[config.mk]
export PLATFORM = sky130hd
export DESIGN_NAME = ufi_top
export DESIGN_NICKNAME = d
export VERILOG_FILES = /design/src/core/ufi_pkg.sv /design/src/core/ufi_top.sv /design/src/core/ufi_mem.sv
export SDC_FILE = /design/constraint.sdc
export NUM_CORES = 1
export LEC_CHECK = 0
export BUFFER_PORTS_ARGS = -buffer_cell sky130_fd_sc_hd__buf_2
export CAP_MARGIN = 10
export CORE_MARGIN = 8
export CORE_UTILIZATION = 31
export CTS_CLUSTER_DIAMETER = 100
export CTS_CLUSTER_SIZE = 40
export DETAILED_ROUTE_END_ITERATION = 7
export PLACE_DENSITY = 0.54
export SKIP_CTS_REPAIR_TIMING = 1
export SLEW_MARGIN = 30
export SYNTH_ARGS = -nofsm -noshare
export SYNTH_HDL_FRONTEND = slang
export SYNTH_SLANG_ARGS = --single-unit
[constraint.sdc]
create_clock -name clk_sys_i -period 8.7 [get_ports clk_sys_i]
set_input_delay 1.74 -clock clk_sys_i [delete_from_list [all_inputs] [get_ports clk_sys_i]]
set_output_delay 1.74 -clock clk_sys_i [all_outputs]
set_load 0.01 [all_outputs]
[src/core/ufi_pkg.sv]
// Shared constants and types for the serial port FIFO and interrupt control block
package ufi_pkg;
	localparam int ADDR_W = 5;
	localparam int DATA_W = 32;
	localparam int BYTE_W = 8;
	localparam int DEPTH = 16;
	localparam int ERR_W = 4;
	localparam int IE_W = 4;
	localparam int MC_W = 5;
	localparam int ID_W = 4;

	localparam logic [ADDR_W-1:0] OFS_DATA = 5'h00;
	localparam logic [ADDR_W-1:0] OFS_INT_EN = 5'h04;
	localparam logic [ADDR_W-1:0] OFS_IDENT = 5'h08;
	localparam logic [ADDR_W-1:0] OFS_MODEM_CTL = 5'h0c;
	localparam logic [ADDR_W-1:0] OFS_LINE_STAT = 5'h10;
	localparam logic [ADDR_W-1:0] OFS_MODEM_STAT = 5'h14;

	localparam int FC_ENABLE = 0;
	localparam int FC_RX_FLUSH = 1;
	localparam int FC_TX_FLUSH = 2;
	localparam int FC_TRIG_LO = 6;
	localparam int FC_TRIG_HI = 7;

	localparam int IE_RX_DATA = 0;
	localparam int IE_TX_EMPTY = 1;
	localparam int IE_LINE = 2;
	localparam int IE_MODEM = 3;
	localparam int MC_IRQ_GATE = 3;

	localparam logic [ID_W-1:0] ID_NONE = 4'h1;
	localparam logic [ID_W-1:0] ID_LINE = 4'h6;
	localparam logic [ID_W-1:0] ID_RX_DATA = 4'h4;
	localparam logic [ID_W-1:0] ID_TIMEOUT = 4'hc;
	localparam logic [ID_W-1:0] ID_TX_EMPTY = 4'h2;
	localparam logic [ID_W-1:0] ID_MODEM = 4'h0;

	localparam logic [4:0] TRIG_1 = 5'h01;
	localparam logic [4:0] TRIG_4 = 5'h04;
	localparam logic [4:0] TRIG_8 = 5'h08;
	localparam logic [4:0] TRIG_14 = 5'h0e;
	localparam logic [2:0] TIMEOUT_CHARS = 3'h4;

	typedef enum logic {BUS_IDLE, BUS_ANSWER} ufi_bus_t;
endpackage

[src/core/ufi_top.sv]
// FIFO control and interrupt priority logic of a serial port, Avalon-MM slave
//
// Design decisions made here: the placing of the registers and the Avalon-MM slave port.
`timescale 1ns/10ps
module ufi_top #(
	parameter int DEPTH = ufi_pkg::DEPTH
) (
	input wire logic clk_sys_i, // System clock, 20 MHz
	input wire logic sys_rst_i, // Synchronous reset, active high
	input wire logic [ufi_pkg::ADDR_W-1:0] avs_address_i, // Byte address
	input wire logic avs_read_i, // Read request
	input wire logic avs_write_i, // Write request
	input wire logic [ufi_pkg::DATA_W-1:0] avs_writedata_i, // Write data
	input wire logic [3:0] avs_byteenable_i, // Byte enables
	output logic [ufi_pkg::DATA_W-1:0] avs_readdata_o, // Read data
	output logic avs_waitrequest_o, // Stall, high while idle
	input wire logic rx_push_i, // Byte from receive shift register
	input wire logic [ufi_pkg::BYTE_W-1:0] rx_byte_i, // Received byte
	input wire logic [ufi_pkg::ERR_W-1:0] rx_err_i, // Overrun, parity, framing, break
	input wire logic char_tick_i, // One pulse per character time
	input wire logic [ufi_pkg::ERR_W-1:0] modem_delta_i, // Modem line change pulses
	input wire logic tx_pop_i, // Transmitter takes a byte
	output logic [ufi_pkg::BYTE_W-1:0] tx_byte_o, // Head of transmit FIFO
	output logic tx_valid_o, // Transmit FIFO holds a byte
	output logic irq_o // Interrupt request, active high
);
	import ufi_pkg::*;

	localparam int AW = $clog2(DEPTH);
	localparam int CW = AW + 1;

	ufi_bus_t bus_st_ff, nxt_bus_st;
	logic wait_ff, nxt_wait;
	logic [DATA_W-1:0] rdata_ff, nxt_rdata;
	logic fifo_en_ff, nxt_fifo_en;
	logic [1:0] trig_sel_ff, nxt_trig_sel;
	logic [IE_W-1:0] int_en_ff, nxt_int_en;
	logic [MC_W-1:0] modem_ctl_ff, nxt_modem_ctl;
	logic [ERR_W-1:0] line_err_ff, nxt_line_err;
	logic [ERR_W-1:0] modem_delta_ff, nxt_modem_delta;
	logic [2:0] to_cnt_ff, nxt_to_cnt;
	logic thre_pend_ff, nxt_thre_pend;
	logic tx_empty_q_ff, nxt_tx_empty_q;
	logic irq_ff, nxt_irq;
	logic tx_valid_ff, nxt_tx_valid;

	logic acc, wr_acc, rd_acc, fc_wr;
	logic [1:0] flush, push_ok, pop_ok;
	logic [BYTE_W-1:0] push_data [2];
	logic [BYTE_W-1:0] head [2];
	logic [CW-1:0] rx_cnt, tx_cnt, cap, trig_level;
	logic rx_data_avail, timeout_pend, thre_set, any_pend;
	logic [ID_W-1:0] id_now;
	logic [BYTE_W-1:0] ident_now;

	function automatic logic [ID_W-1:0] id_encode(input logic ls, input logic rd,
		input logic to, input logic te, input logic ms);
		logic [ID_W-1:0] code;
		code = ID_NONE;
		if (ls)
			code = ID_LINE;
		else if (rd)
			code = ID_RX_DATA;
		else if (to)
			code = ID_TIMEOUT;
		else if (te)
			code = ID_TX_EMPTY;
		else if (ms)
			code = ID_MODEM;
		return code;
	endfunction

	function automatic logic [4:0] trig_decode(input logic [1:0] sel);
		logic [4:0] lvl;
		unique case (sel)
			2'b00: lvl = TRIG_1;
			2'b01: lvl = TRIG_4;
			2'b10: lvl = TRIG_8;
			2'b11: lvl = TRIG_14;
		endcase
		return lvl;
	endfunction

	assign rx_cnt = g_fifo[0].cnt_ff;
	assign tx_cnt = g_fifo[1].cnt_ff;

	// Bus handshake: one wait cycle, then the answer cycle
	always_comb
	begin
		acc = (bus_st_ff == BUS_ANSWER) && (avs_read_i || avs_write_i);
		wr_acc = acc && avs_write_i && avs_byteenable_i[0];
		rd_acc = acc && avs_read_i;
		fc_wr = wr_acc && (avs_address_i == OFS_IDENT);
		cap = fifo_en_ff ? CW'(DEPTH) : CW'(1);
		trig_level = CW'(trig_decode(trig_sel_ff));
		// A write with the enable bit clear, or any write while disabled, discards both FIFOs
		flush[0] = fc_wr && (!avs_writedata_i[FC_ENABLE] || !fifo_en_ff
			|| avs_writedata_i[FC_RX_FLUSH]);
		flush[1] = fc_wr && (!avs_writedata_i[FC_ENABLE] || !fifo_en_ff
			|| avs_writedata_i[FC_TX_FLUSH]);
		push_ok[0] = rx_push_i && (rx_cnt < cap);
		pop_ok[0] = rd_acc && (avs_address_i == OFS_DATA) && (rx_cnt != '0);
		push_ok[1] = wr_acc && (avs_address_i == OFS_DATA) && (tx_cnt < cap);
		pop_ok[1] = tx_pop_i && (tx_cnt != '0);
		push_data[0] = rx_byte_i;
		push_data[1] = avs_writedata_i[BYTE_W-1:0];
	end

	for (genvar g = 0; g < 2; g++)
	begin : g_fifo
		logic [AW-1:0] wptr_ff, rptr_ff, nxt_wptr, nxt_rptr;
		logic [CW-1:0] cnt_ff, nxt_cnt;

		always_comb
		begin
			nxt_wptr = wptr_ff;
			nxt_rptr = rptr_ff;
			nxt_cnt = cnt_ff;
			// Flush beats a push; the shift registers outside are untouched
			if (flush[g])
			begin
				nxt_wptr = '0;
				nxt_rptr = '0;
				nxt_cnt = '0;
			end
			else
			begin
				if (push_ok[g])
					nxt_wptr = wptr_ff + 1'b1;
				if (pop_ok[g])
					nxt_rptr = rptr_ff + 1'b1;
				if (push_ok[g] && !pop_ok[g])
					nxt_cnt = cnt_ff + 1'b1;
				else if (pop_ok[g] && !push_ok[g])
					nxt_cnt = cnt_ff - 1'b1;
			end
		end

		always_ff @(posedge clk_sys_i)
		begin
			if (sys_rst_i)
			begin
				wptr_ff <= '0;
				rptr_ff <= '0;
				cnt_ff <= '0;
			end
			else
			begin
				wptr_ff <= nxt_wptr;
				rptr_ff <= nxt_rptr;
				cnt_ff <= nxt_cnt;
			end
		end

		ufi_mem #(
			.WIDTH(BYTE_W),
			.DEPTH(DEPTH),
			.AW(AW)
		) u_mem (
			.clk_sys_i(clk_sys_i),
			.we_i(push_ok[g] && !flush[g]),
			.waddr_i(wptr_ff),
			.wdata_i(push_data[g]),
			.raddr_i(nxt_rptr),
			.rd_data_o(head[g])
		);
	end

	// Interrupt sources and priority
	always_comb
	begin
		rx_data_avail = fifo_en_ff ? (rx_cnt >= trig_level) : (rx_cnt != '0);
		timeout_pend = fifo_en_ff && (to_cnt_ff == TIMEOUT_CHARS);
		thre_set = (tx_cnt == '0) && !tx_empty_q_ff;
		id_now = id_encode(int_en_ff[IE_LINE] && (|line_err_ff),
			int_en_ff[IE_RX_DATA] && rx_data_avail,
			int_en_ff[IE_RX_DATA] && timeout_pend,
			int_en_ff[IE_TX_EMPTY] && thre_pend_ff,
			int_en_ff[IE_MODEM] && (|modem_delta_ff));
		any_pend = (id_now != ID_NONE);
		ident_now = {fifo_en_ff, fifo_en_ff, 2'b00, id_now};
	end

	always_comb
	begin
		nxt_bus_st = bus_st_ff;
		nxt_wait = 1'b1;
		nxt_rdata = rdata_ff;
		unique case (bus_st_ff)
			BUS_IDLE:
				if (avs_read_i || avs_write_i)
				begin
					nxt_bus_st = BUS_ANSWER;
					nxt_wait = 1'b0;
					// Answer captured here and held, so it cannot shift mid-access
					nxt_rdata = '0;
					unique case (avs_address_i)
						OFS_DATA: nxt_rdata[BYTE_W-1:0] = head[0];
						OFS_INT_EN: nxt_rdata[IE_W-1:0] = int_en_ff;
						OFS_IDENT: nxt_rdata[BYTE_W-1:0] = ident_now;
						OFS_MODEM_CTL: nxt_rdata[MC_W-1:0] = modem_ctl_ff;
						OFS_LINE_STAT: nxt_rdata[BYTE_W-1:0] = {1'b0, tx_cnt == '0,
							tx_cnt == '0, line_err_ff, rx_cnt != '0};
						OFS_MODEM_STAT: nxt_rdata[ERR_W-1:0] = modem_delta_ff;
						default: nxt_rdata = '0;
					endcase
				end
			BUS_ANSWER:
				nxt_bus_st = BUS_IDLE;
		endcase
	end

	// Register writes and read side effects, all at the accepting edge
	always_comb
	begin
		nxt_fifo_en = fifo_en_ff;
		nxt_trig_sel = trig_sel_ff;
		nxt_int_en = int_en_ff;
		nxt_modem_ctl = modem_ctl_ff;
		if (fc_wr)
		begin
			nxt_fifo_en = avs_writedata_i[FC_ENABLE];
			// Bits 3 to 5 carry no function and are dropped
			if (avs_writedata_i[FC_ENABLE])
				nxt_trig_sel = avs_writedata_i[FC_TRIG_HI:FC_TRIG_LO];
		end
		if (wr_acc && (avs_address_i == OFS_INT_EN))
			nxt_int_en = avs_writedata_i[IE_W-1:0];
		if (wr_acc && (avs_address_i == OFS_MODEM_CTL))
			nxt_modem_ctl = avs_writedata_i[MC_W-1:0];
		// Flags keep updating while masked; a new event beats the read clear
		nxt_line_err = line_err_ff;
		if (rd_acc && (avs_address_i == OFS_LINE_STAT))
			nxt_line_err = '0;
		nxt_line_err = nxt_line_err | rx_err_i;
		nxt_line_err[0] = nxt_line_err[0] | (rx_push_i && !push_ok[0]);
		nxt_modem_delta = modem_delta_ff;
		if (rd_acc && (avs_address_i == OFS_MODEM_STAT))
			nxt_modem_delta = '0;
		nxt_modem_delta = nxt_modem_delta | modem_delta_i;
		nxt_thre_pend = thre_pend_ff;
		if (push_ok[1] || (rd_acc && (avs_address_i == OFS_IDENT)
			&& (rdata_ff[ID_W-1:0] == ID_TX_EMPTY)))
			nxt_thre_pend = 1'b0;
		if (thre_set)
			nxt_thre_pend = 1'b1;
		nxt_tx_empty_q = (tx_cnt == '0);
		// Receive buffer read or new byte restarts the idle count
		if (!fifo_en_ff || (rx_cnt == '0) || rx_push_i || pop_ok[0] || flush[0])
			nxt_to_cnt = '0;
		else if (char_tick_i && (to_cnt_ff != TIMEOUT_CHARS))
			nxt_to_cnt = to_cnt_ff + 1'b1;
		else
			nxt_to_cnt = to_cnt_ff;
		nxt_irq = any_pend && modem_ctl_ff[MC_IRQ_GATE];
		nxt_tx_valid = (g_fifo[1].nxt_cnt != '0);
	end

	always_ff @(posedge clk_sys_i)
	begin
		if (sys_rst_i)
		begin
			bus_st_ff <= BUS_IDLE;
			wait_ff <= 1'b1;
			rdata_ff <= '0;
			fifo_en_ff <= 1'b0;
			trig_sel_ff <= '0;
			int_en_ff <= '0;
			modem_ctl_ff <= '0;
			line_err_ff <= '0;
			modem_delta_ff <= '0;
			to_cnt_ff <= '0;
			thre_pend_ff <= 1'b0;
			tx_empty_q_ff <= 1'b1;
			irq_ff <= 1'b0;
			tx_valid_ff <= 1'b0;
		end
		else
		begin
			bus_st_ff <= nxt_bus_st;
			wait_ff <= nxt_wait;
			rdata_ff <= nxt_rdata;
			fifo_en_ff <= nxt_fifo_en;
			trig_sel_ff <= nxt_trig_sel;
			int_en_ff <= nxt_int_en;
			modem_ctl_ff <= nxt_modem_ctl;
			line_err_ff <= nxt_line_err;
			modem_delta_ff <= nxt_modem_delta;
			to_cnt_ff <= nxt_to_cnt;
			thre_pend_ff <= nxt_thre_pend;
			tx_empty_q_ff <= nxt_tx_empty_q;
			irq_ff <= nxt_irq;
			tx_valid_ff <= nxt_tx_valid;
		end
	end

	assign avs_readdata_o = rdata_ff;
	assign avs_waitrequest_o = wait_ff;
	assign irq_o = irq_ff;
	assign tx_valid_o = tx_valid_ff;
	assign tx_byte_o = head[1];
endmodule

[src/core/ufi_mem.sv]
// Small byte store with registered read port for one FIFO
`timescale 1ns/10ps
module ufi_mem #(
	parameter int WIDTH = 8,
	parameter int DEPTH = 16,
	parameter int AW = 4
) (
	input wire logic clk_sys_i, // System clock
	input wire logic we_i, // Write strobe
	input wire logic [AW-1:0] waddr_i, // Write address
	input wire logic [WIDTH-1:0] wdata_i, // Write data
	input wire logic [AW-1:0] raddr_i, // Read address for next cycle
	output logic [WIDTH-1:0] rd_data_o // Registered read data
);
	logic [WIDTH-1:0] mem [DEPTH];
	logic [WIDTH-1:0] nxt_rd_data;

	// Bypass so a byte pushed into an empty store is visible at once
	always_comb
	begin
		nxt_rd_data = mem[raddr_i];
		if (we_i && (waddr_i == raddr_i))
			nxt_rd_data = wdata_i;
	end

	always_ff @(posedge clk_sys_i)
	begin
		if (we_i)
			mem[waddr_i] <= wdata_i;
		rd_data_o <= nxt_rd_data;
	end
endmodule

# ---- Word level (Yosys, flattened, before mapping)
# Memories as Yosys holds them, arrays and structs flattened. A register that Yosys moved wholly into a read port is not among the register bits.
# Cells that the tools add are included.
dict set report totals {
  register_bits 63
  ram_bits 256
  in_bits 64
  elab_cells 151
  memories 2
  output_inout_bits 43
}
dict set report op_classes {
  add_sub_neg 9
  n_bitwise 4
  mux 31
  n_eq_ne 12
  order_cmp 3
  n_reduce_logical 70
}
# name depth word_bits rd rd_clocked_by_memory_dff wr line_no
set mem_list {}
lappend mem_list {{g_fifo[0].u_mem.mem} 16 8 1 1 1 ufi_mem.sv:15} ;# logic [WIDTH-1:0] mem [DEPTH];
lappend mem_list {{g_fifo[1].u_mem.mem} 16 8 1 1 1 ufi_mem.sv:15}
# cell n
set op_table {}
lappend op_table {{4-bit two-way mux} 9}
lappend op_table {{1-bit logical AND} 35}
lappend op_table {{5-bit two-way mux} 6}
lappend op_table {{4-bit one-hot mux with 6 select lines} 1}
lappend op_table {{5-bit one-hot mux with 4 select lines} 1}
lappend op_table {{4-bit by 1-bit adder with 4-bit output, second input constant} 4}
lappend op_table {{5-bit zero test} 3}
lappend op_table {{5-bit nonzero test} 3}
lappend op_table {{5-bit by 1-bit adder with 5-bit output, second input constant} 2}
lappend op_table {{5-bit by 4-bit == test with 1-bit output, second input constant} 2}
lappend op_table {{5-bit == test, second input constant} 2}
lappend op_table {{5-bit less-than comparator} 2}
lappend op_table {{1-bit two-way mux} 10}
lappend op_table {{5-bit by 1-bit subtractor with 5-bit output, second input constant} 2}
lappend op_table {{1-bit zero test} 9}
lappend op_table {{1-bit logical OR} 9}
lappend op_table {{3-bit one-hot mux with 3 select lines} 1}
lappend op_table {{4-bit OR} 2}
lappend op_table {{2-bit OR reduction} 4}
lappend op_table {{4-bit OR reduction} 2}
lappend op_table {{5-bit by 3-bit == test with 1-bit output, second input constant} 1}
lappend op_table {{5-bit greater-or-equal comparator} 1}
lappend op_table {{2-bit == test, second input constant} 2}
lappend op_table {{4-bit by 2-bit == test with 1-bit output, second input constant} 1}
lappend op_table {{other kinds (13)} 15}

# ---- Logic depth before layout (Yosys ltp)
# Gate-level depths: netlist of run 1.
dict set report depth {
  ltp_word 12
  ltp_mapped 13
  mapped_depth_nobuf 12
}

# ---- Cells and area by module
# A second synthesis of run 1 with hierarchy kept.
dict set report hier_totals {
  cells_unflattened 869
  hier_area_um2 13654.3
}
# mod cells_each seq_area_each_um2 area_each_um2 instances
set by_module_without_submodules {}
lappend by_module_without_submodules {ufi_mem 225 3923.8 5067.4 2}
lappend by_module_without_submodules {ufi_top 419 1261.2 3519.6 1}

# ---- Worst setup path before layout of run 1
# No wires, ideal clock.
dict set report synth_timing {
  kind {input port to flip-flop}
  startpoint {input avs_address_i[3] in the netlist's numbering}
  endpoint {register g_fifo[0].cnt_ff[4]}
  slack_ns 4.383
  required_time_ns 8.629
  cell_stages 12
  setup_time_ns 0.071
  t_arrival_ns 4.246
  cell_sequence {nor3_1 > and2_1 > clkbuf_1 > nand4_1 > ha_1 > inv_1 > ha_1 > a21o_1 > a21oi_1 > xnor2_1 > or3_1 > a21oi_1}
}
dict set report synth_via {
  elab_chain_len 6
  word_cells_on_any_way 12
}
# element line_no
set synth_lines {}
lappend synth_lines {{start: declaration} ufi_top.sv:10} ;# input wire logic [ufi_pkg::ADDR_W-1:0] avs_address_i,
lappend synth_lines {{5-bit zero test} ufi_top.sv:102} ;# pop_ok[0] = rd_acc && (avs_address_i == OFS_DATA) && (rx_cnt != '0);
lappend synth_lines {{1-bit logical AND (2 in a row)} ufi_top.sv:102}
lappend synth_lines {{1-bit zero test} ufi_top.sv:132} ;# if (push_ok[g] && !pop_ok[g])
lappend synth_lines {{1-bit logical AND} ufi_top.sv:132}
lappend synth_lines {{5-bit two-way mux / 2-bit nonzero test (equally long branches)} --}
lappend synth_lines {{end signal: assignment} ufi_top.sv:151} ;# cnt_ff <= nxt_cnt;
lappend synth_lines {{end: declaration} ufi_top.sv:112} ;# logic [CW-1:0] cnt_ff, nxt_cnt;
# Several ways; a longest one is shown, not always the timed one.
# A chain may end at the register's enable or synchronous reset.

# ---- Worst setup path after layout of run 1
# Same ends and word-level chain as after synthesis.

==> results by group, run 1 <==
Run status
  • Run status: finished clean

STA
  • Crit share post-route: 51.8%
  • Headroom to the max-slew limit: 37.6%
  • Worst Tran Pin Value: 0.931 ns
  • Total negative slack: 0 ns
  • Setup violators final: 0
  • RSZ-0062 raised after global routing: no
  • Tmin final: 4.51 ns
  • Hold Fails Final Rpt: 0
  • Slew Limit Fails: 0
  • F_max: 222 MHz
  • Worst Clk Skew: 0.0188 ns

Power
  • Net load switching power: 0.000892 W
  • Flop pwr share: 55.0%
  • Leakage: approximately 4.8 nW
  • Cell internal pwr: 0.00235 W
  • Net Sw Frac: between 20% and 30%
  • Comb power frac: 20.5%
  • Pwr Density: between 200 and 250 mW/mm^2
  • Peak supply drop: 0.146 mV
  • Clock Power Share: between 20% and 30%

Logic synthesis
  • Area share of and/or/nand/nor cells after synthesis: roughly 7%
  • Post-Synth XOR/XNOR Area: 1.24%
  • Adder-cell share of the synthesized area: 2.38%
  • Asr flop ratio synth: 0%
  • Largest family of logic cells by synthesized area: multiplexers
  • Syn Inst Count: a little over 800
  • Main flop type after synthesis: edfxtp_1
  • Post-Syn Area per Cell: 16.2 um^2
  • Mux share of post-synthesis cell area: 14.6%
  • Post-synth EDFFs: 256
  • Unique masters post-synth: 61
  • Post-synth design cell area: around 0.013 mm^2
  • Synthesized flop and latch total: 327
  • Yosys warning total: 0
  • Post-synthesis compound-gate area fraction: around 4.2%
  • Sequential area share after synthesis: 67.8%

Floorplan
  • Width of the chip: 224 um
  • # IOs: 107
  • Die Height: about 220 um
  • Starting density of the core: 31.3%
  • Placeable Area: 0.0430 mm^2
  • Num rows: 76
  • DIE AREA: 0.0503 mm^2

Clock tree
  • CTS Sinks: 327
  • CTS buffer count: 13
  • Clock transition at path regs: 0.13 ns
  • CTS max path bufs: 3
  • H-tree Lvls: 1
  • Clk Latency, worst-skew pair: approximately 0.51 ns
  • CTS Root Cell: clkbuf_16
  • CTS tree: yes

Place
  • Routability cong.: 0.815
  • IO buf count: 55
  • Final HPWL DP: 19.6 mm
  • Placed cells: ~1.4k

Setup path
  • Worst Path Required: 9.14 ns
  • Maximum fanout along the worst path: 12
  • Crit path kind: input port to register
  • R2r worst-path depth: 11
  • Crit path arrival time: between 4 and 5 ns
  • Setup slack, reg-to-reg: 5.37 ns
  • Worst Setup Start Kind: input port
  • Reg-to-reg endpoint: g_fifo[0].cnt_ff[4]
  • Crit path capture type: register
  • Worst reg2reg startpoint: fifo_en_ff

Drt
  • Vias/cell: 4.71
  • Detailed Routing Iterations Pass 1: 7
  • WL per Instance: roughly 19 um
  • Highest metal used: met5
  • Routed via count: 6915
  • Metal-1 WL: 12.2 mm
  • Met2 WL: about 15 mm
  • DRC viols: 0
  • Met3 Wirelength: ~660 um
  • Final WL: 28.2 mm
  • Routed Antenna Nets: 0
  • DR iter-0 viols: 438

Final layout
  • Area grow syn2layout: 9.77%
  • Most frequent cells in the layout: edfxtp_1, nor2_1, mux4_2, dfxtp_1, buf_2
  • Fin cells: about 1.5k
  • Commonest non-fill, non-tap cell in the layout: edfxtp_1
  • Layout cell share with drive strength beyond 1: 20.4%
  • Nets@finish: 964

Hold path
  • Hold EP: modem_ctl_ff[1]
  • Hold depth: 2
  • Hold path start: modem_ctl_ff[1]
  • Worst min path class: register to register

GRT
  • Pin count of the biggest net entering global routing: 42
  • Tot GR Track Use: around 11%
  • Antenna violations before repair: 3
  • Grt total ovfl: 0
  • Vias in the first global route: between 7k and 8k
  • First-pass GRT wire length: ~43 mm

Run
  • Max Cap Viol: 0
==> critical path: stages <==
cell and delay [ns]:
buf_2 0.18, nor3_1 0.48, and2_1 0.45, nand4_1 0.40
ha_1 0.35, inv_1 0.14, ha_1 0.29, a21o_1 0.19
a21oi_1 0.18, xnor2_1 0.09, or3_1 0.31, a21oi_1 0.14
==> synthesized netlist by cell type (3+ instances only) <==
| library cell | number | area (um^2) |
|---|---|---|
| ha_1 | 24 | 300 |
| buf_4 | 24 | 180 |
| buf_1 | 12 | 45.0 |
| mux4_2 | 78 | 1760 |
| and3_1 | 3 | 18.8 |
| nor2_1 | 99 | 372 |
| nor3_1 | 18 | 90.1 |
| mux2i_1 | 21 | 210 |
| buf_2 | 3 | 15.0 |
| nand2_1 | 35 | 131 |
| inv_1 | 18 | 67.6 |
| a211oi_1 | 5 | 37.5 |
| edfxtp_1 | 256 | 7690 |
| nand4b_1 | 3 | 26.3 |
| clkbuf_1 | 19 | 71.3 |
| nand2b_1 | 6 | 37.5 |
| dfxtp_1 | 71 | 1420 |
| a31oi_1 | 3 | 18.8 |
| a221oi_1 | 6 | 52.6 |
| a21o_1 | 4 | 30.0 |
| a21oi_1 | 22 | 110 |
| xnor2_1 | 9 | 78.8 |
| xor2_1 | 10 | 87.6 |
| nand3_1 | 9 | 45.0 |
| nand4_1 | 6 | 37.5 |
| and2_1 | 4 | 25.0 |
| o21ai_0 | 16 | 80.1 |
==> per-layer routing <==
layer	global-route usage, %	vias up
met5	0	-
met4	2.47	2
met3	1.46	33
met2	20.2	99
met1	13.5	3537
li1	-	3244
==> state kept, by name (all words and copies together) (netlist names), 2 cells and up, named ones only <==
register and cells:
to_cnt_ff 3, trig_sel_ff 2, avs_readdata_o 8, g_fifo.rptr_ff 8, modem_ctl_ff 5, line_err_ff 4
g_fifo.u_mem.mem 256, g_fifo.cnt_ff 10, g_fifo.wptr_ff 8, int_en_ff 4, modem_delta_ff 4
==> area by class of cell <==
| type | instances | area, um^2 |
|---|---|---|
| inverters | 18 | 67.6 |
| flip-flops and latches | 327 | 9110 |
| fillers | 4171 | 28200 |
| clock inverters | 6 | 92.6 |
| clock buffers | 15 | 333 |
| multi-input cells | 449 | 4060 |
| repair buffers | 66 | 358 |
| diodes | 1 | 2.50 |
| well taps | 585 | 732 |
==> worst max-delay path by stage <==
stage / startpoint / end / slack (ns) / cells after the start
after global routing: avs_address_i[3] / g_fifo[0].cnt_ff[4] / 3.87 / 12
after CTS: register / tx_byte_o[2] / 4.22 / 4
after global placement: avs_address_i[3] / g_fifo[0].cnt_ff[4] / 3.76 / 12
after detailed placement: avs_address_i[3] / g_fifo[0].cnt_ff[4] / 3.69 / 12
after floorplan: avs_address_i[3] / g_fifo[0].cnt_ff[4] / 4.38 / 12
final: avs_address_i[3] / g_fifo[0].cnt_ff[4] / 4.19 / 12
==> power groups by stage <==
stage,logic [W],clock network (W),registers [W]
final,0.000665,0.000794,0.00179
after global routing,0.000735,0.000871,0.00179
after CTS,0.000672,0.000821,0.00179
after detailed placement,0.000669,0,0.00182
after global placement,0.000662,0,0.00182
after floorplan,0.000505,0,0.00181
==> logic make-up after synthesis <==
logic type,Yosys count
flip-flops,327
XOR/XNOR,19
buffers and inverters,77
AO/OA/AOI/OAI,83
adder cells (fa/ha/maj),25
AND/OR/NAND/NOR,199
multiplexers,99
other,1
==> stage by stage <==
step                      instance area, um^2  power (W)  util (%)  setup WS (ns)  hold slack (ns)
after CTS                               14700    0.00328      34.3           4.22            0.523
final                                   14800    0.00324      34.3           4.19            0.519
after global placement                  14300    0.00248      33.3           3.76            0.486
after global routing                    14800    0.00340      34.3           3.87            0.552
after floorplan                         13500    0.00231         -           4.38            0.457
after detailed placement                14300    0.00249      33.3           3.69            0.491
(Power assumes the default switching activity.)
==> run 2: changes to the inputs <==
--- a/config.mk
+++ b/config.mk
@@ -5,6 +5,7 @@
 export SDC_FILE = /design/constraint.sdc
 export NUM_CORES = 1
 export LEC_CHECK = 0
+export ABC_AREA = 1
 export BUFFER_PORTS_ARGS = -buffer_cell sky130_fd_sc_hd__buf_2
 export CAP_MARGIN = 10
 export CORE_MARGIN = 8
@@ -12,7 +13,7 @@
 export CTS_CLUSTER_DIAMETER = 100
 export CTS_CLUSTER_SIZE = 40
 export DETAILED_ROUTE_END_ITERATION = 7
-export PLACE_DENSITY = 0.54
+export PLACE_DENSITY = 0.55
 export SKIP_CTS_REPAIR_TIMING = 1
 export SLEW_MARGIN = 30
 export SYNTH_ARGS = -nofsm -noshare
==> constraint.sdc (replaced) <==
create_clock -name clk_sys_i -period 4 [get_ports clk_sys_i]
set_input_delay 0.8 -clock clk_sys_i [delete_from_list [all_inputs] [get_ports clk_sys_i]]
set_output_delay 0.8 -clock clk_sys_i [all_outputs]
set_load 0.01 [all_outputs]
==> results by group, run 2 <==
Clock tree
  • Clock transition at path regs: 0.12 ns
  • CTS Root Cell: clkbuf_16
  • CTS max path bufs: 3
  • Clk Latency, worst-skew pair: 0.52 ns
  • CTS buffer count: 13
  • CTS tree: yes
  • H-tree Lvls: 1
  • CTS Sinks: 327

Final layout
  • Register area: 0.00911 mm^2
  • Commonest non-fill, non-tap cell in the layout: edfxtp_1
  • FILL cells: 4516
  • Area grow syn2layout: 8.79%
  • Fin cells: 1939
  • Area of the multi-input gates: 0.00419 mm^2
  • Max reg flops: 256
  • Top Registers: g_fifo.u_mem.mem (256), g_fifo.cnt_ff (10)
  • Nets@finish: 1421
  • Layout cell share with drive strength beyond 1: 9.42%
  • Most frequent cells in the layout: edfxtp_1, nor2_1, nand2_1, inv_1, nand3_1
  • Largest reg by FF count: g_fifo.u_mem.mem

Logic synthesis
  • Syn Inst Count: 1297
  • Top cells by area, synth: edfxtp_1, dfxtp_1, nor2_1
  • Post-synth design cell area: 0.0141 mm^2
  • Post-synth top area share: 54.5%
  • Synthesized flop and latch total: between 300 and 400
  • Asr flop ratio synth: 0%
  • Sequential area share after synthesis: around 65%
  • Post-Syn Area per Cell: 10.9 um^2
  • Top-count cell post-synth: edfxtp_1
  • Post-synth top area cell: edfxtp_1
  • Top cells by count, synth: edfxtp_1, nor2_1, nand2_1, inv_1, nand3_1
  • Unique masters post-synth: 40
  • Main flop type after synthesis: edfxtp_1
  • Post-synth EDFFs: around 260
  • Yosys warning total: 0

Run status
  • Run status: finished clean

GRT
  • Tot GR Track Use: a little under an eighth
  • Grt total ovfl: 0
  • Antenna violations before repair: 1
  • Pin count of the biggest net entering global routing: 79
  • Vias in the first global route: 8751
  • First-pass GRT wire length: approximately 50 mm

Setup path
  • Worst Path Required: around 3.2 ns
  • R2r worst-path depth: 16
  • Maximum fanout along the worst path: 78
  • Reg-to-reg endpoint: g_fifo[0].cnt_ff[4]
  • Crit path capture type: output pin
  • Crit path arrival time: 2.28 ns
  • Worst Setup Start Kind: register
  • Setup slack, reg-to-reg: 1.13 ns
  • Worst reg2reg startpoint: fifo_en_ff
  • Crit path kind: register to output pin

STA
  • Setup violators final: 0
  • F_max: ~320 MHz
  • Slew Limit Fails: 0
  • Worst Clk Skew: 0.0286 ns
  • Worst Tran Pin Value: 0.954 ns
  • Hold Fails Final Rpt: 0
  • Crit share post-route: approximately 77%
  • Tmin final: slightly above 3 ns
  • RSZ-0062 raised after global routing: no
  • Total negative slack: 0 ns
  • Headroom to the max-slew limit: 36.3%

Drt
  • Routed Antenna Nets: 0
  • Vias/cell: 4.67
  • Routed via count: 9049
  • DR iter-0 viols: 576
  • DRC viols: 0
  • WL per Instance: 16.8 um
  • Detailed Routing Iterations Pass 1: 5
  • Final WL: 32.6 mm

Floorplan
  • DIE AREA: between 0.05 and 0.06 mm^2
  • # IOs: 107
  • Starting density of the core: 31.2%
  • Num rows: 78
  • Width of the chip: 229 um
  • Placeable Area: 0.0452 mm^2
  • Die Height: 229 um

Hold path
  • Worst min path class: register to register
  • Hold path start: avs_readdata_o[7]
  • Hold EP: avs_readdata_o[7]
  • Hold depth: 2

Power
  • Cell internal pwr: slightly above 0.005 W
  • Flop pwr share: 53.5%
  • Clock Power Share: 23.7%
  • Net load switching power: about 0.0023 W
  • Leakage: 5.55 nW
  • Pwr Density: 480 mW/mm^2
  • Comb power frac: roughly 23%
  • Net Sw Frac: 31.3%
  • Peak supply drop: ~0.28 mV

Place
  • Final HPWL DP: about 22 mm
  • Placed cells: ~1.9k
  • Routability cong.: 0.805
  • IO buf count: 55

Run
  • Max Cap Viol: 0
run 2: cell types whose count changed after synthesis, moves of 12 or more:
cell / change
o21ai_0: +70
o21ai_1: +22
a21oi_1: +51
buf_2: +15
nor3_1: -12
nand3_1: +82
nor2_1: +74
inv_1: +91
mux4_2: -78
nand2_1: +123
o211ai_1: +45
run 2: worst max-delay path, cell delays in order, from the launching register on:
cell and delay [ns]:
dfxtp_4 0.50, buf_12 0.37, a21oi_1 0.11, o21ai_0 0.13, o21ai_0 0.17, o211ai_1 0.25
nand2_1 0.08, buf_2 0.15
run 2: metal layers:
metal  track usage, %  wire length (um)
met5                0                 0
met3             1.83              1320
met1             16.4             15400
met2             20.3             15600
met4             1.32               277
run 2: area by class of cell:
cell class	count	share of cell area, %
flip-flops and latches	327	59.4
clock buffers	16	2.19
diodes	1	0.0163
multi-input cells	797	27.3
well taps	600	4.89
inverters	121	2.96
clock inverters	5	0.514
repair buffers	72	2.71
run 2: how the worst max path moves through the flow:
stage / from / endpoint / slack, ns
6_report: register / tx_byte_o[7] / 0.92
3_3_place_gp: avs_address_i[1] / g_fifo[0].cnt_ff[4] / 0.94
3_5_place_dp: avs_address_i[1] / g_fifo[0].cnt_ff[4] / 0.95
5_1_grt: register / tx_byte_o[7] / 0.73
4_1_cts: register / tx_byte_o[7] / 0.87
2_1_floorplan: avs_address_i[1] / g_fifo[0].cnt_ff[4] / 1.35
run 2: logic make-up after synthesis:
logic type               count (synthesis)  share of synthesized area [%]
multiplexers                            32                           2.27
adder cells (fa/ha/maj)                 25                           2.27
flip-flops                             327                           64.6
other                                    1                         0.0266
XOR/XNOR                                 8                          0.497
AO/OA/AOI/OAI                          242                           9.74
AND/OR/NAND/NOR                        466                           14.3
buffers and inverters                  196                           6.31
run 2: metrics by stage:
| step | instance area [um^2] | setup slack, ns | hold slack [ns] | power (W) | utilization, % |
|---|---|---|---|---|---|
| after detailed placement | 14900 | 0.955 | 0.463 | 0.00571 | 33.0 |
| after global routing | 15300 | 0.729 | 0.494 | 0.00776 | 34.0 |
| after CTS | 15300 | 0.866 | 0.482 | 0.00744 | 34.0 |
| after global placement | 14900 | 0.943 | 0.463 | 0.00568 | 33.0 |
| after floorplan | 14200 | 1.35 | 0.455 | 0.00520 | - |
| final | 15300 | 0.922 | 0.478 | 0.00737 | 34.0 |
run 2: power groups by stage:
stage	registers [W]	clock network, W	logic [W]
global route	0.00397	0.00190	0.00189
finish	0.00394	0.00174	0.00168
global placement	0.00401	0	0.00167
detailed placement	0.00402	0	0.00169
floorplan	0.00396	0	0.00124
CTS	0.00394	0.00180	0.00169
==> run 3: changes to the inputs <==
--- a/config.mk
+++ b/config.mk
@@ -13,7 +13,7 @@
 export CTS_CLUSTER_DIAMETER = 100
 export CTS_CLUSTER_SIZE = 40
 export DETAILED_ROUTE_END_ITERATION = 7
-export PLACE_DENSITY = 0.55
+export PLACE_DENSITY = 0.54
 export SKIP_CTS_REPAIR_TIMING = 1
 export SLEW_MARGIN = 30
 export SYNTH_ARGS = -nofsm -noshare
==> constraint.sdc (replaced) <==
create_clock -name clk_sys_i -period 2.9 [get_ports clk_sys_i]
set_input_delay 0.58 -clock clk_sys_i [delete_from_list [all_inputs] [get_ports clk_sys_i]]
set_output_delay 0.58 -clock clk_sys_i [all_outputs]
set_load 0.01 [all_outputs]
==> results by group, run 3 (synthesis gave the netlist of run 2 again) <==
Final layout
  • Max reg flops: between 200 and 300
  • Most frequent cells in the layout: edfxtp_1, nor2_1, nand2_1, inv_1, nand3_1
  • Largest reg by FF count: g_fifo.u_mem.mem
  • Final Util: between 30% and 40%
  • Top Registers: g_fifo.u_mem.mem (256), g_fifo.cnt_ff (10)
  • Commonest non-fill, non-tap cell in the layout: edfxtp_1
  • Nets@finish: 1443
  • Layout cell share with drive strength beyond 1: a little over a tenth
  • Area grow syn2layout: 10.2%
  • Fin area: 0.0155 mm^2
  • Fin cells: 1960

Run status
  • Run status: finished clean

Clock tree
  • CTS buffer count: 13
  • CTS Sinks: ~330
  • CTS max path bufs: 3
  • CTS tree: yes
  • CTS Root Cell: clkbuf_16
  • Clk Latency, worst-skew pair: between 0.5 and 0.6 ns
  • H-tree Lvls: 1
  • Clock transition at path regs: 0.13 ns

Power
  • Leakage: 5.68 nW
  • Pwr Density: around 660 mW/mm^2
  • Peak supply drop: 0.522 mV

Drt
  • Detailed Routing Iterations Pass 1: 5
  • DRC viols: 0
  • WL per Instance: 16.6 um
  • Vias/cell: ~4.7
  • Routed via count: 9245
  • Final WL: 32.6 mm
  • Routed Antenna Nets: 0
  • DR iter-0 viols: around 660

STA
  • Slew Limit Fails: 0
  • Headroom to the max-slew limit: 37.4%
  • RSZ-0062 raised after global routing: no
  • Worst hold margin: 0.259 ns
  • Total negative slack: 0 ns
  • Tmin final: 2.71 ns
  • Hold Fails Final Rpt: 0
  • F_max: between 300 and 400 MHz
  • Worst Clk Skew: 0.0221 ns
  • Crit share post-route: 93.5%
  • Setup violators final: 0
  • Worst Tran Pin Value: 0.932 ns

GRT
  • Antenna violations before repair: 1
  • Tot GR Track Use: 12.0%
  • Vias in the first global route: 8857
  • Pin count of the biggest net entering global routing: 76
  • Grt total ovfl: 0
  • First-pass GRT wire length: 51.2 mm

Setup path
  • Crit path kind: register to output pin
  • Max stage delay cell, worst path: dfxtp_1
  • Reg-to-reg endpoint: g_fifo[0].cnt_ff[4]
  • Worst reg2reg startpoint: fifo_en_ff
  • Crit path capture type: output pin
  • Worst Setup Start Kind: register
  • CP cell instances: buf_4, inv_1, buf_4, o211ai_1, nand3_1, nand2_1, buf_2
  • Setup slack, reg-to-reg: 0.38 ns
  • R2r worst-path depth: 16
  • Crit path arrival time: 2.13 ns
  • Most common cell on crit path: buf_4
  • Maximum fanout along the worst path: 21
  • Worst Path Required: around 2.3 ns
  • Slowest Stage Delay on Critical Path: 0.36 ns

Floorplan
  • Width of the chip: 229 um
  • Placeable Area: roughly 0.045 mm^2
  • Num rows: 78
  • Starting density of the core: 31.2%
  • DIE AREA: approximately 0.053 mm^2
  • Die Height: 229 um
  • # IOs: ~110

Hold path
  • Hold depth: 3
  • Worst min path class: input port to register
  • Hold path start: modem_delta_i[3]
  • Hold EP: modem_delta_ff[3]

Place
  • Final HPWL DP: 22.1 mm
  • IO buf count: 55
  • Routability cong.: 0.819
  • Placed cells: 1939
  • Post-DP Area: 0.0151 mm^2

Run
  • Max Cap Viol: 0
==> run 3: cell types whose count changed in the layout (fill, tap and decap cells not counted), moves of 2 or more <==
cell / before / now
clkbuf_1: 3 / 0
inv_8: 0 / 2
buf_12: 1 / 3
clkinv_8: 0 / 3
buf_4: 16 / 36
inv_16: 2 / 0
==> run 3: power breakdown <==
part | internal, W | switching [W]
clock | 0.000896 | 0.00151
combinational | 0.000858 | 0.00148
sequential | 0.00526 | 0.000179
total | 0.00701 | 0.00317
==> run 3: cell type report <==
type / instances / area (um^2)
Multi-Input combinational cell: 797 / 4190
Inverter: 121 / 454
Tap cell: 600 / 751
Fill cell: 4536 / 29600
Sequential cell: 327 / 9110
Clock buffer: 13 / 325
Timing Repair Buffer: 94 / 606
Clock inverter: 7 / 92.6
Antenna cell: 1 / 2.50
==> run 3: how the worst max path moves through the flow <==
| stage | to | slack [ns] | cells past startpoint |
|---|---|---|---|
| floorplan | g_fifo[0].cnt_ff[4] | 0.42 | 16 |
| global placement | g_fifo[0].cnt_ff[4] | 0.18 | 16 |
| detailed placement | g_fifo[0].cnt_ff[4] | 0.21 | 16 |
| CTS | tx_byte_o[0] | 0.1 | 7 |
| global route | tx_byte_o[0] | 0.02 | 7 |
| finish | tx_byte_o[0] | 0.19 | 7 |
==> run 3: through the flow <==
step | total power (W) | worst slack [ns]
6_report | 0.0102 | 0.188
2_1_floorplan | 0.00717 | 0.419
3_5_place_dp | 0.00789 | 0.210
5_1_grt | 0.0107 | 0.0204
4_1_cts | 0.0103 | 0.0966
3_3_place_gp | 0.00786 | 0.177
==> run 3: worst max-delay path: cells and delay by family, from the launching register on <==
family | cells | cell delay [ns]
flip-flops | 1 | 0.36
AND/OR/NAND/NOR | 2 | 0.31
buffers and inverters | 4 | 0.69
AO/OA/AOI/OAI | 1 | 0.25
==> run 3: layer usage <==
metal / track usage [%] / vias to the layer above / wire length [um]
met5: 0 / - / 0
met1: 16.6 / 4499 / 15500
met4: 2.69 / 0 / 642
met3: 2.00 / 28 / 1250
met2: 19.6 / 147 / 15200
li1: - / 4571 / -
